$ cat config.mk
export PLATFORM = sky130hd
export DESIGN_NAME = bit_literal_call_exec
export DESIGN_NICKNAME = d
export VERILOG_FILES = /design/src/common/bit_exec_pkg.sv /design/src/common/file_port_if.sv /design/src/rtl/bit_literal_call_exec.sv /design/src/rtl/file_store.sv
export SDC_FILE = /design/constraint.sdc
export NUM_CORES = 1
export LEC_CHECK = 0
export BUFFER_PORTS_ARGS = -buffer_cell sky130_fd_sc_hd__buf_2
export CORE_MARGIN = 4
export CORE_UTILIZATION = 40
export CTS_CLUSTER_SIZE = 14
export DETAILED_ROUTE_END_ITERATION = 16
export SYNTH_ARGS = -nofsm -noshare
export SYNTH_HDL_FRONTEND = slang
export SYNTH_HIERARCHICAL = 1
export SYNTH_SLANG_ARGS = --single-unit
export TNS_END_PERCENT = 5
$ cat constraint.sdc
create_clock -name clock -period 10 [get_ports clock]
set_input_delay 2 -clock clock [delete_from_list [all_inputs] [get_ports clock]]
set_output_delay 2 -clock clock [all_outputs]
set_load 0.1 [all_outputs]
$ cat src/common/bit_exec_pkg.sv
`default_nettype none

package bit_exec_pkg;

  // instruction word layout
  localparam int WORD_W         = 14;
  localparam int PC_W           = 13;
  localparam int FILE_W         = 7;
  localparam int FILE_LSB       = 0;
  localparam int BIT_W          = 3;
  localparam int BIT_LSB        = 7;
  localparam int LIT_W          = 8;
  localparam int LIT_LSB        = 0;
  localparam int TARGET_W       = 11;
  localparam int TARGET_LSB     = 0;
  localparam int LATCH_W        = 5;
  localparam int PAGE_W         = 2;
  localparam int LATCH_PAGE_LSB = 3;
  localparam int DATA_W         = 8;

  // opcode fields, matched from the top of the word
  localparam logic [3:0]        OPC_BIT_CLEAR  = 4'h4;
  localparam logic [3:0]        OPC_BIT_SET    = 4'h5;
  localparam logic [3:0]        OPC_SKIP_CLEAR = 4'h6;
  localparam logic [3:0]        OPC_SKIP_SET   = 4'h7;
  localparam logic [5:0]        OPC_AND_LIT    = 6'h39;
  localparam logic [2:0]        OPC_CALL       = 3'h4;
  localparam logic [6:0]        OPC_ZERO_FILE  = 7'h03;
  localparam logic [6:0]        OPC_ZERO_ACC   = 7'h02;
  localparam logic [WORD_W-1:0] OPC_KICK       = 14'h0064;

  // hardware stack
  localparam int STACK_DEPTH = 8;
  localparam int STACK_PTR_W = 3;

  // reset values
  localparam logic [PC_W-1:0]    RESET_PC     = 13'h0000;
  localparam logic [DATA_W-1:0]  RESET_ACC    = 8'h00;
  localparam logic [LATCH_W-1:0] RESET_LATCH  = 5'h00;
  localparam logic               RESET_NULL   = 1'b0;
  localparam logic               RESET_EXPIRY = 1'b1;
  localparam logic               RESET_SLEEP  = 1'b1;
  localparam logic [DATA_W-1:0]  ZERO_BYTE    = 8'h00;

  // register bus map, byte addresses
  localparam int             BUS_AW        = 5;
  localparam logic [BUS_AW-1:0] REG_ACC    = 5'h00;
  localparam logic [BUS_AW-1:0] REG_FLAGS  = 5'h04;
  localparam logic [BUS_AW-1:0] REG_FETCH  = 5'h08;
  localparam logic [BUS_AW-1:0] REG_LATCH  = 5'h0c;
  localparam logic [BUS_AW-1:0] REG_STACK  = 5'h10;
  localparam int FLAG_NULL_BIT   = 0;
  localparam int FLAG_EXPIRY_BIT = 1;
  localparam int FLAG_SLEEP_BIT  = 2;
  localparam int STACK_LEVEL_LSB = 16;

  typedef enum logic [3:0] {
    op_none, op_bit_clear, op_bit_set, op_skip_clear, op_skip_set,
    op_and_lit, op_zero_file, op_zero_acc, op_call, op_kick
  } op_t;

endpackage

`default_nettype wire

$ cat src/common/file_port_if.sv
`timescale 1ns/10ps
`default_nettype none

interface file_port_if;
  logic [6:0] rd_addr;
  logic [7:0] rd_data;
  logic       wr_en;
  logic [6:0] wr_addr;
  logic [7:0] wr_data;

  modport core  (output rd_addr, output wr_en, output wr_addr, output wr_data, input rd_data);
  modport store (input rd_addr, input wr_en, input wr_addr, input wr_data, output rd_data);
endinterface

`default_nettype wire

$ cat src/rtl/bit_literal_call_exec.sv
`timescale 1ns/10ps
`default_nettype none

module bit_literal_call_exec
  import bit_exec_pkg::*;
(
  input  wire logic              clock,
  input  wire logic              rst_n,
  input  wire logic              instr_valid,
  input  wire logic [WORD_W-1:0] instr_word,
  input  wire logic              stack_pop,
  input  wire logic              sleep_entered,
  input  wire logic              dog_timeout,
  input  wire logic [BUS_AW-1:0] avs_address,
  input  wire logic              avs_read,
  input  wire logic              avs_write,
  input  wire logic [31:0]       avs_writedata,
  input  wire logic [3:0]        avs_byteenable,
  output logic      [31:0]       avs_readdata,
  output logic                   avs_waitrequest,
  output logic      [PC_W-1:0]   fetch_pointer,
  output logic      [DATA_W-1:0] accumulator,
  output logic      [PC_W-1:0]   stack_head,
  output logic                   dog_clear,
  output logic                   result_null_flag,
  output logic                   dog_expiry_flag,
  output logic                   sleep_entry_flag
);

  file_port_if file_bus ();

  file_store file_store_inst (
    .clock (clock),
    .rst_n (rst_n),
    .port  (file_bus)
  );

  logic              stage_valid;
  logic [WORD_W-1:0] stage_word;
  logic [PC_W-1:0]   stage_pc;
  op_t               stage_op;
  logic [LATCH_W-1:0]     upper_program_latch;
  logic [PC_W-1:0]        stack_mem [0:STACK_DEPTH-1];
  logic [STACK_PTR_W-1:0] stack_level;
  logic              tested_bit;
  logic              skip_taken;
  logic              call_taken;
  logic              take_word;
  logic              kick_taken;
  logic              file_write;
  logic [DATA_W-1:0] next_file;
  logic [DATA_W-1:0] and_result;
  logic [PC_W-1:0]   return_addr;
  logic [PC_W-1:0]   call_target;
  logic              bus_take;
  logic              bus_wr;
  logic [31:0]       read_value;
  logic [31:0]       write_value;

  function automatic op_t decode_op(input logic [WORD_W-1:0] w);
    op_t op;
    op = op_none;
    if (w == OPC_KICK)
      op = op_kick;
    else if (w[WORD_W-1 -: 7] == OPC_ZERO_FILE)
      op = op_zero_file;
    else if (w[WORD_W-1 -: 7] == OPC_ZERO_ACC)
      op = op_zero_acc;
    else if (w[WORD_W-1 -: 6] == OPC_AND_LIT)
      op = op_and_lit;
    else if (w[WORD_W-1 -: 3] == OPC_CALL)
      op = op_call;
    else
      case (w[WORD_W-1 -: 4])
        OPC_BIT_CLEAR:  op = op_bit_clear;
        OPC_BIT_SET:    op = op_bit_set;
        OPC_SKIP_CLEAR: op = op_skip_clear;
        OPC_SKIP_SET:   op = op_skip_set;
        default:        op = op_none;
      endcase
    return op;
  endfunction

  function automatic logic [DATA_W-1:0] put_bit(input logic [DATA_W-1:0] v,
                                                input logic [BIT_W-1:0]  idx,
                                                input logic              b);
    logic [DATA_W-1:0] r;
    r      = v;
    r[idx] = b;
    return r;
  endfunction

  function automatic logic [31:0] be_merge(input logic [31:0] old,
                                           input logic [31:0] wd,
                                           input logic [3:0]  be);
    logic [31:0] r;
    r = old;
    for (int i = 0; i < 4; i++)
    begin
      if (be[i])
      begin
        r[i*8 +: 8] = wd[i*8 +: 8];
      end
    end
    return r;
  endfunction

  // execute stage decisions
  always_comb
  begin
    tested_bit  = file_bus.rd_data[stage_word[BIT_LSB +: BIT_W]];
    skip_taken  = stage_valid
                  && ((stage_op == op_skip_set && tested_bit)
                  || (stage_op == op_skip_clear && !tested_bit));
    call_taken  = stage_valid && stage_op == op_call;
    kick_taken  = stage_valid && stage_op == op_kick;
    take_word   = instr_valid && !skip_taken && !call_taken;
    and_result  = accumulator & stage_word[LIT_LSB +: LIT_W];
    return_addr = PC_W'(stage_pc + 1'b1);
    call_target = {upper_program_latch[LATCH_PAGE_LSB +: PAGE_W],
                   stage_word[TARGET_LSB +: TARGET_W]};
    next_file   = file_bus.rd_data;
    file_write  = 1'b0;
    case (stage_op)
      op_bit_clear:
      begin
        next_file  = put_bit(file_bus.rd_data, stage_word[BIT_LSB +: BIT_W], 1'b0);
        file_write = stage_valid;
      end
      op_bit_set:
      begin
        next_file  = put_bit(file_bus.rd_data, stage_word[BIT_LSB +: BIT_W], 1'b1);
        file_write = stage_valid;
      end
      op_zero_file:
      begin
        next_file  = ZERO_BYTE;
        file_write = stage_valid;
      end
      default: file_write = 1'b0;
    endcase
  end

  assign file_bus.rd_addr = instr_word[FILE_LSB +: FILE_W];
  assign file_bus.wr_en   = file_write;
  assign file_bus.wr_addr = stage_word[FILE_LSB +: FILE_W];
  assign file_bus.wr_data = next_file;

  // fetch to execute stage; a redirected slot becomes an empty cycle
  always_ff @(posedge clock)
  begin
    stage_valid <= rst_n && take_word;
    stage_word  <= instr_word;
    stage_pc    <= fetch_pointer;
    stage_op    <= decode_op(instr_word);
  end

  // fetch pointer
  always_ff @(posedge clock)
  begin
    if (!rst_n)
    begin
      fetch_pointer <= RESET_PC;
    end
    else if (bus_wr && avs_address == REG_FETCH)
    begin
      fetch_pointer <= write_value[PC_W-1:0];
    end
    else if (call_taken)
    begin
      fetch_pointer <= call_target;
    end
    else if (skip_taken || take_word)
    begin
      fetch_pointer <= PC_W'(fetch_pointer + 1'b1);
    end
  end

  // accumulator
  always_ff @(posedge clock)
  begin
    if (!rst_n)
    begin
      accumulator <= RESET_ACC;
    end
    else if (bus_wr && avs_address == REG_ACC)
    begin
      accumulator <= write_value[DATA_W-1:0];
    end
    else if (stage_valid && stage_op == op_and_lit)
    begin
      accumulator <= and_result;
    end
    else if (stage_valid && stage_op == op_zero_acc)
    begin
      accumulator <= ZERO_BYTE;
    end
  end

  // result null flag, hardware update wins over a bus write
  always_ff @(posedge clock)
  begin
    if (!rst_n)
    begin
      result_null_flag <= RESET_NULL;
    end
    else if (stage_valid && stage_op == op_and_lit)
    begin
      result_null_flag <= (and_result == ZERO_BYTE);
    end
    else if (stage_valid && (stage_op == op_zero_file || stage_op == op_zero_acc))
    begin
      result_null_flag <= 1'b1;
    end
    else if (bus_wr && avs_address == REG_FLAGS)
    begin
      result_null_flag <= write_value[FLAG_NULL_BIT];
    end
  end

  // watchdog status flags, the kick wins over any clear
  always_ff @(posedge clock)
  begin
    if (!rst_n)
    begin
      dog_expiry_flag <= RESET_EXPIRY;
    end
    else if (kick_taken)
    begin
      dog_expiry_flag <= 1'b1;
    end
    else if (dog_timeout)
    begin
      dog_expiry_flag <= 1'b0;
    end
    else if (bus_wr && avs_address == REG_FLAGS)
    begin
      dog_expiry_flag <= write_value[FLAG_EXPIRY_BIT];
    end
  end

  always_ff @(posedge clock)
  begin
    if (!rst_n)
    begin
      sleep_entry_flag <= RESET_SLEEP;
    end
    else if (kick_taken)
    begin
      sleep_entry_flag <= 1'b1;
    end
    else if (sleep_entered)
    begin
      sleep_entry_flag <= 1'b0;
    end
    else if (bus_wr && avs_address == REG_FLAGS)
    begin
      sleep_entry_flag <= write_value[FLAG_SLEEP_BIT];
    end
  end

  // one-cycle clear for the dog counter and its prescaler
  always_ff @(posedge clock)
  begin
    dog_clear <= rst_n && kick_taken;
  end

  // upper program latch, written by software
  always_ff @(posedge clock)
  begin
    if (!rst_n)
    begin
      upper_program_latch <= RESET_LATCH;
    end
    else if (bus_wr && avs_address == REG_LATCH)
    begin
      upper_program_latch <= write_value[LATCH_W-1:0];
    end
  end

  // circular hardware stack; a push wins over a pop
  always_ff @(posedge clock)
  begin
    if (!rst_n)
    begin
      stack_level <= '0;
      stack_head  <= RESET_PC;
      for (int i = 0; i < STACK_DEPTH; i++)
      begin
        stack_mem[i] <= RESET_PC;
      end
    end
    else if (call_taken)
    begin
      stack_level <= STACK_PTR_W'(stack_level + 1'b1);
      stack_mem[STACK_PTR_W'(stack_level + 1'b1)] <= return_addr;
      stack_head  <= return_addr;
    end
    else if (stack_pop)
    begin
      stack_level <= STACK_PTR_W'(stack_level - 1'b1);
      stack_head  <= stack_mem[STACK_PTR_W'(stack_level - 1'b1)];
    end
  end

  // register bus slave: one wait cycle, then the answer
  assign bus_take    = (avs_read || avs_write) && avs_waitrequest;
  assign bus_wr      = avs_write && !avs_waitrequest;
  assign write_value = be_merge(read_value, avs_writedata, avs_byteenable);

  always_comb
  begin
    read_value = '0;
    case (avs_address)
      REG_ACC:   read_value = 32'(accumulator);
      REG_FLAGS:
      begin
        read_value[FLAG_NULL_BIT]   = result_null_flag;
        read_value[FLAG_EXPIRY_BIT] = dog_expiry_flag;
        read_value[FLAG_SLEEP_BIT]  = sleep_entry_flag;
      end
      REG_FETCH: read_value = 32'(fetch_pointer);
      REG_LATCH: read_value = 32'(upper_program_latch);
      REG_STACK:
      begin
        read_value[PC_W-1:0] = stack_head;
        read_value[STACK_LEVEL_LSB +: STACK_PTR_W] = stack_level;
      end
      default:   read_value = '0;
    endcase
  end

  always_ff @(posedge clock)
  begin
    if (!rst_n)
    begin
      avs_waitrequest <= 1'b1;
      avs_readdata    <= '0;
    end
    else
    begin
      avs_waitrequest <= !bus_take;
      if (bus_take && avs_read)
      begin
        avs_readdata <= read_value;
      end
    end
  end

endmodule // bit_literal_call_exec

`default_nettype wire

$ cat src/rtl/file_store.sv
`timescale 1ns/10ps
`default_nettype none

module file_store
  import bit_exec_pkg::*;
(
  input  wire logic  clock,
  input  wire logic  rst_n,
  file_port_if.store port
);

  logic [DATA_W-1:0] mem [0:(1<<FILE_W)-1];

  // write port
  always_ff @(posedge clock)
  begin
    if (port.wr_en)
    begin
      mem[port.wr_addr] <= port.wr_data;
    end
  end

  // registered read, a same-cycle write is passed through
  always_ff @(posedge clock)
  begin
    if (!rst_n)
    begin
      port.rd_data <= ZERO_BYTE;
    end
    else if (port.wr_en && port.wr_addr == port.rd_addr)
    begin
      port.rd_data <= port.wr_data;
    end
    else
    begin
      port.rd_data <= mem[port.rd_addr];
    end
  end

endmodule // file_store

`default_nettype wire

==> results.cfg <==
[outcome]
status = complete, no violations

[setup_path]
rr_endpoint = file_store_inst/port.rd_data[5]
crit_required_ns = 10.58
worstRegToRegCells = 6
endpoint_kind = flip-flop
crit_path_start_kind = primary input
worstSetupPathType = in -> reg
r2r-start = stage_word[7]
critPathMaxFanout = 20
r2r_slack_ns = 6.02
crit_arrival_ns = 5.50

[global_route]
grt_pass1_vias = 27000
grt_max_degree = 114
grtUsageTotal = 0.193
antenna_found_initial = 4
overflow = 0
grt_pass1_wl_mm = 186

[floorplan]
coreArea_um2 = 124000
die_h_um = 361
row_count = 129
initial_utilization = 0.403
die-area_um2 = 130000
dieWidth_um = 361
ios = 134

[timing]
skew_ns = 0.0399
hold_viol_final = 0
rsz0062_at_grt = no
period_share = 0.493
worst_pin_slew_ns = 1.34
fin_tns_setup_ns = 0
max_freq_mhz = 203
setup_violations = 0
relSlewSlack = 0.108
layout_min_cycle_time_ns = 4.93
drv_slew = 0

[detailed_routing]
dr.first_iter.drc_count = 3153
routed_wl_mm = 127
wl_per_cell_um = 26.7
vias_per_cell = 5.77
vias = 27500
drcViolationCount = 0
drt_pass1_iterations = 5
ant_nets = 0

[layout]
fin_cells = 4765
final_area_um2 = 56300
diodes = 0
area_delta_synth_final_pct = 12.8
utilization = 0.455
drive_gt1_frac = 0.198
num-nets-final = 3092

[clocking]
hold_buffers = 0
clk_pin_slew_ns = 0.06
insertion_delay_ns = 0.74
clock_path_buffers = 3
cts_tree = done
cts-root-buf = clkbuf_16
clock_sinks = 1228
numCtsBuffers = 132
postCtsResizedCells = 0
post-cts-setup-buffers = 0
htreeDepth = 4

[place]
dpl_cell_area_um2 = 51900
dp_cells = 4528
io_buffers = 96
place_congestion = 0.910
hpwl_mm = 78.6

[job]
max_cap_violations = 0

[yosys]
synth_edf_count = 1128
synth-seq-cells = 1228
yosysWarnings = 6
syn_avg_cell_area_um2 = 17.2
syn_inst = 2907
synth_top_flop_cell = edfxtp_1
ys_seq_area_frac = 0.719
async_reset_ff_frac = 0
yosysUniqueCellTypes = 80
synth_area_um2 = 49900

[power_and_ir_drop]
p_per_area_nw_per_um2 = 204
power.leakage_nw = 18.4
peakVddDrop_v = 0.000132

[worst_hold_path]
holdPathStages = 0
hp-start = fetch_pointer[12]
hp-class = reg -> reg
hold_end = stage_pc[12]
-- layer usage --
metal | share of wire | routed length, um | track usage
met1 | 0.42 | 53600 | 0.272
met2 | 0.47 | 59600 | 0.304
met3 | 0.080 | 10200 | 0.0396
met4 | 0.029 | 3650 | 0.0615
met5 | 0 | 0 | 0
-- flip-flops by register name, indices dropped and copies added (netlist names), 3 cells and up --
| register | count |
|---|---|
| stack_level | 3 |
| upper_program_latch | 5 |
| stage_pc | 13 |
| stack_head | 13 |
| accumulator | 8 |
| stage_word | 11 |
| stack_mem | 104 |
| avs_readdata | 16 |
| stage_op | 4 |
| fetch_pointer | 13 |
| file_store_inst/mem | 1024 |
| file_store_inst/port.rd_data | 8 |
-- where the power goes --
group / leakage, nW / internal, mW / switching (mW)
registers: 11.2 / 5.72 / 0.0406
logic: 5.01 / 0.234 / 0.602
clock network: 2.11 / 2.87 / 1.98
-- placed cells by master, fill, tap and decap left out, types with 12 or more instances in the layout --
| cell | synthesis | routed |
|---|---|---|
| a211oi_1 | 14 | 14 |
| a21oi_1 | 58 | 58 |
| a221oi_1 | 14 | 14 |
| a22oi_1 | 78 | 78 |
| a31oi_1 | 16 | 16 |
| and3_1 | 13 | 13 |
| buf_2 | 28 | 92 |
| buf_4 | 31 | 52 |
| bufinv_16 | 0 | 13 |
| clkbuf_1 | 80 | 24 |
| clkbuf_16 | 0 | 137 |
| clkinv_1 | 2 | 28 |
| clkinv_2 | 0 | 17 |
| conb_1 | 1 | 16 |
| dfxtp_1 | 100 | 99 |
| edfxtp_1 | 1128 | 1128 |
| inv_1 | 12 | 12 |
| mux2_2 | 15 | 15 |
| mux2i_1 | 169 | 169 |
| mux4_2 | 229 | 229 |
| nand2_1 | 153 | 153 |
| nand3_1 | 69 | 69 |
| nand4_1 | 20 | 20 |
| nor2_1 | 299 | 298 |
| nor2b_1 | 14 | 12 |
| nor3_1 | 27 | 22 |
| o211ai_1 | 15 | 15 |
| o21ai_0 | 72 | 67 |
| o22ai_1 | 25 | 24 |
| xnor2_1 | 16 | 16 |
| xor2_1 | 14 | 14 |
-- synth_stat cells, types with 4 or more instances --
| library cell | instances | area [um^2] |
|---|---|---|
| o211ai_1 | 15 | 113 |
| mux4_2 | 229 | 5160 |
| xnor2_1 | 16 | 140 |
| a211oi_1 | 14 | 105 |
| ha_1 | 4 | 50.1 |
| nor4_1 | 8 | 50.1 |
| a221oi_1 | 14 | 123 |
| o21ai_0 | 72 | 360 |
| clkbuf_1 | 80 | 300 |
| a21o_1 | 8 | 60.1 |
| nand2_1 | 153 | 574 |
| and2_1 | 10 | 62.6 |
| nor2b_1 | 14 | 87.6 |
| nand2b_1 | 9 | 56.3 |
| xor2_1 | 14 | 123 |
| nor2_1 | 299 | 1120 |
| buf_2 | 28 | 140 |
| a21oi_1 | 58 | 290 |
| inv_1 | 12 | 45.0 |
| a31oi_1 | 16 | 100 |
| o21a_1 | 8 | 60.1 |
| nand4_1 | 20 | 125 |
| dfxtp_1 | 100 | 2000 |
| o2111ai_1 | 4 | 35.0 |
| buf_6 | 25 | 282 |
| buf_1 | 7 | 26.3 |
| nand3_1 | 69 | 345 |
| o31ai_1 | 6 | 45.0 |
| o22ai_1 | 25 | 156 |
| mux2i_1 | 169 | 1690 |
| mux2_2 | 15 | 169 |
| edfxtp_1 | 1128 | 33900 |
| a211o_1 | 4 | 35.0 |
| o221ai_1 | 7 | 61.3 |
| buf_8 | 6 | 90.1 |
| buf_4 | 31 | 233 |
| or3_1 | 9 | 56.3 |
| and3_1 | 13 | 81.3 |
| a22oi_1 | 78 | 586 |
| nand3b_1 | 4 | 30.0 |
| a311oi_1 | 10 | 87.6 |
| nor3_1 | 27 | 135 |
| a22o_1 | 7 | 61.3 |
-- worst max-delay path, stage by stage --
cell      delay, ns
buf_2          0.10
buf_4          0.24
nor2b_1        0.92
nand2_1        0.63
nor3_1         0.77
nor3_1         0.15
and4_1         0.25
a311oi_1       0.40
-- logic make-up after synthesis --
kind of cell / Yosys count / share of synthesized area
flip-flops: 1228 / 0.719
AND/OR/NAND/NOR: 667 / 0.0601
multiplexers: 415 / 0.141
AO/OA/AOI/OAI: 367 / 0.0494
buffers and inverters: 195 / 0.0235
XOR/XNOR: 30 / 0.00527
adder cells (fa/ha/maj): 4 / 0.00100
other: 1 / 0.0000752
-- how the worst max path moves through the flow --
stage	slack (ns)	end	from
finish	5.07	file_store_inst/port.rd_data[0]	instr_word[4]
global route	5.01	file_store_inst/port.rd_data[1]	instr_word[0]
floorplan	2.76	file_store_inst/mem[0][2]	stage_op[1]
global placement	4.39	file_store_inst/port.rd_data[1]	instr_word[0]
CTS	5.21	file_store_inst/port.rd_data[1]	instr_word[0]
detailed placement	4.41	file_store_inst/port.rd_data[1]	instr_word[0]
-- through the flow --
stage	hold WS [ns]	power [mW]	worst slack (ns)
finish	0.434	11.5	5.07
global route	0.442	11.8	5.01
detailed placement	0.419	6.71	4.41
global placement	0.423	6.70	4.39
CTS	0.427	11.6	5.21
floorplan	0.458	6.47	2.76
-- final cells by class --
class | instances | area [um^2]
fillers | 10500 | 67500
flip-flops and latches | 1228 | 35900
multi-input cells | 1499 | 13000
clock buffers | 164 | 3560
well taps | 1637 | 2050
repair buffers | 149 | 937
clock inverters | 73 | 763
inverters | 15 | 56.3
Note: power is estimated with default switching activity, not from simulation.
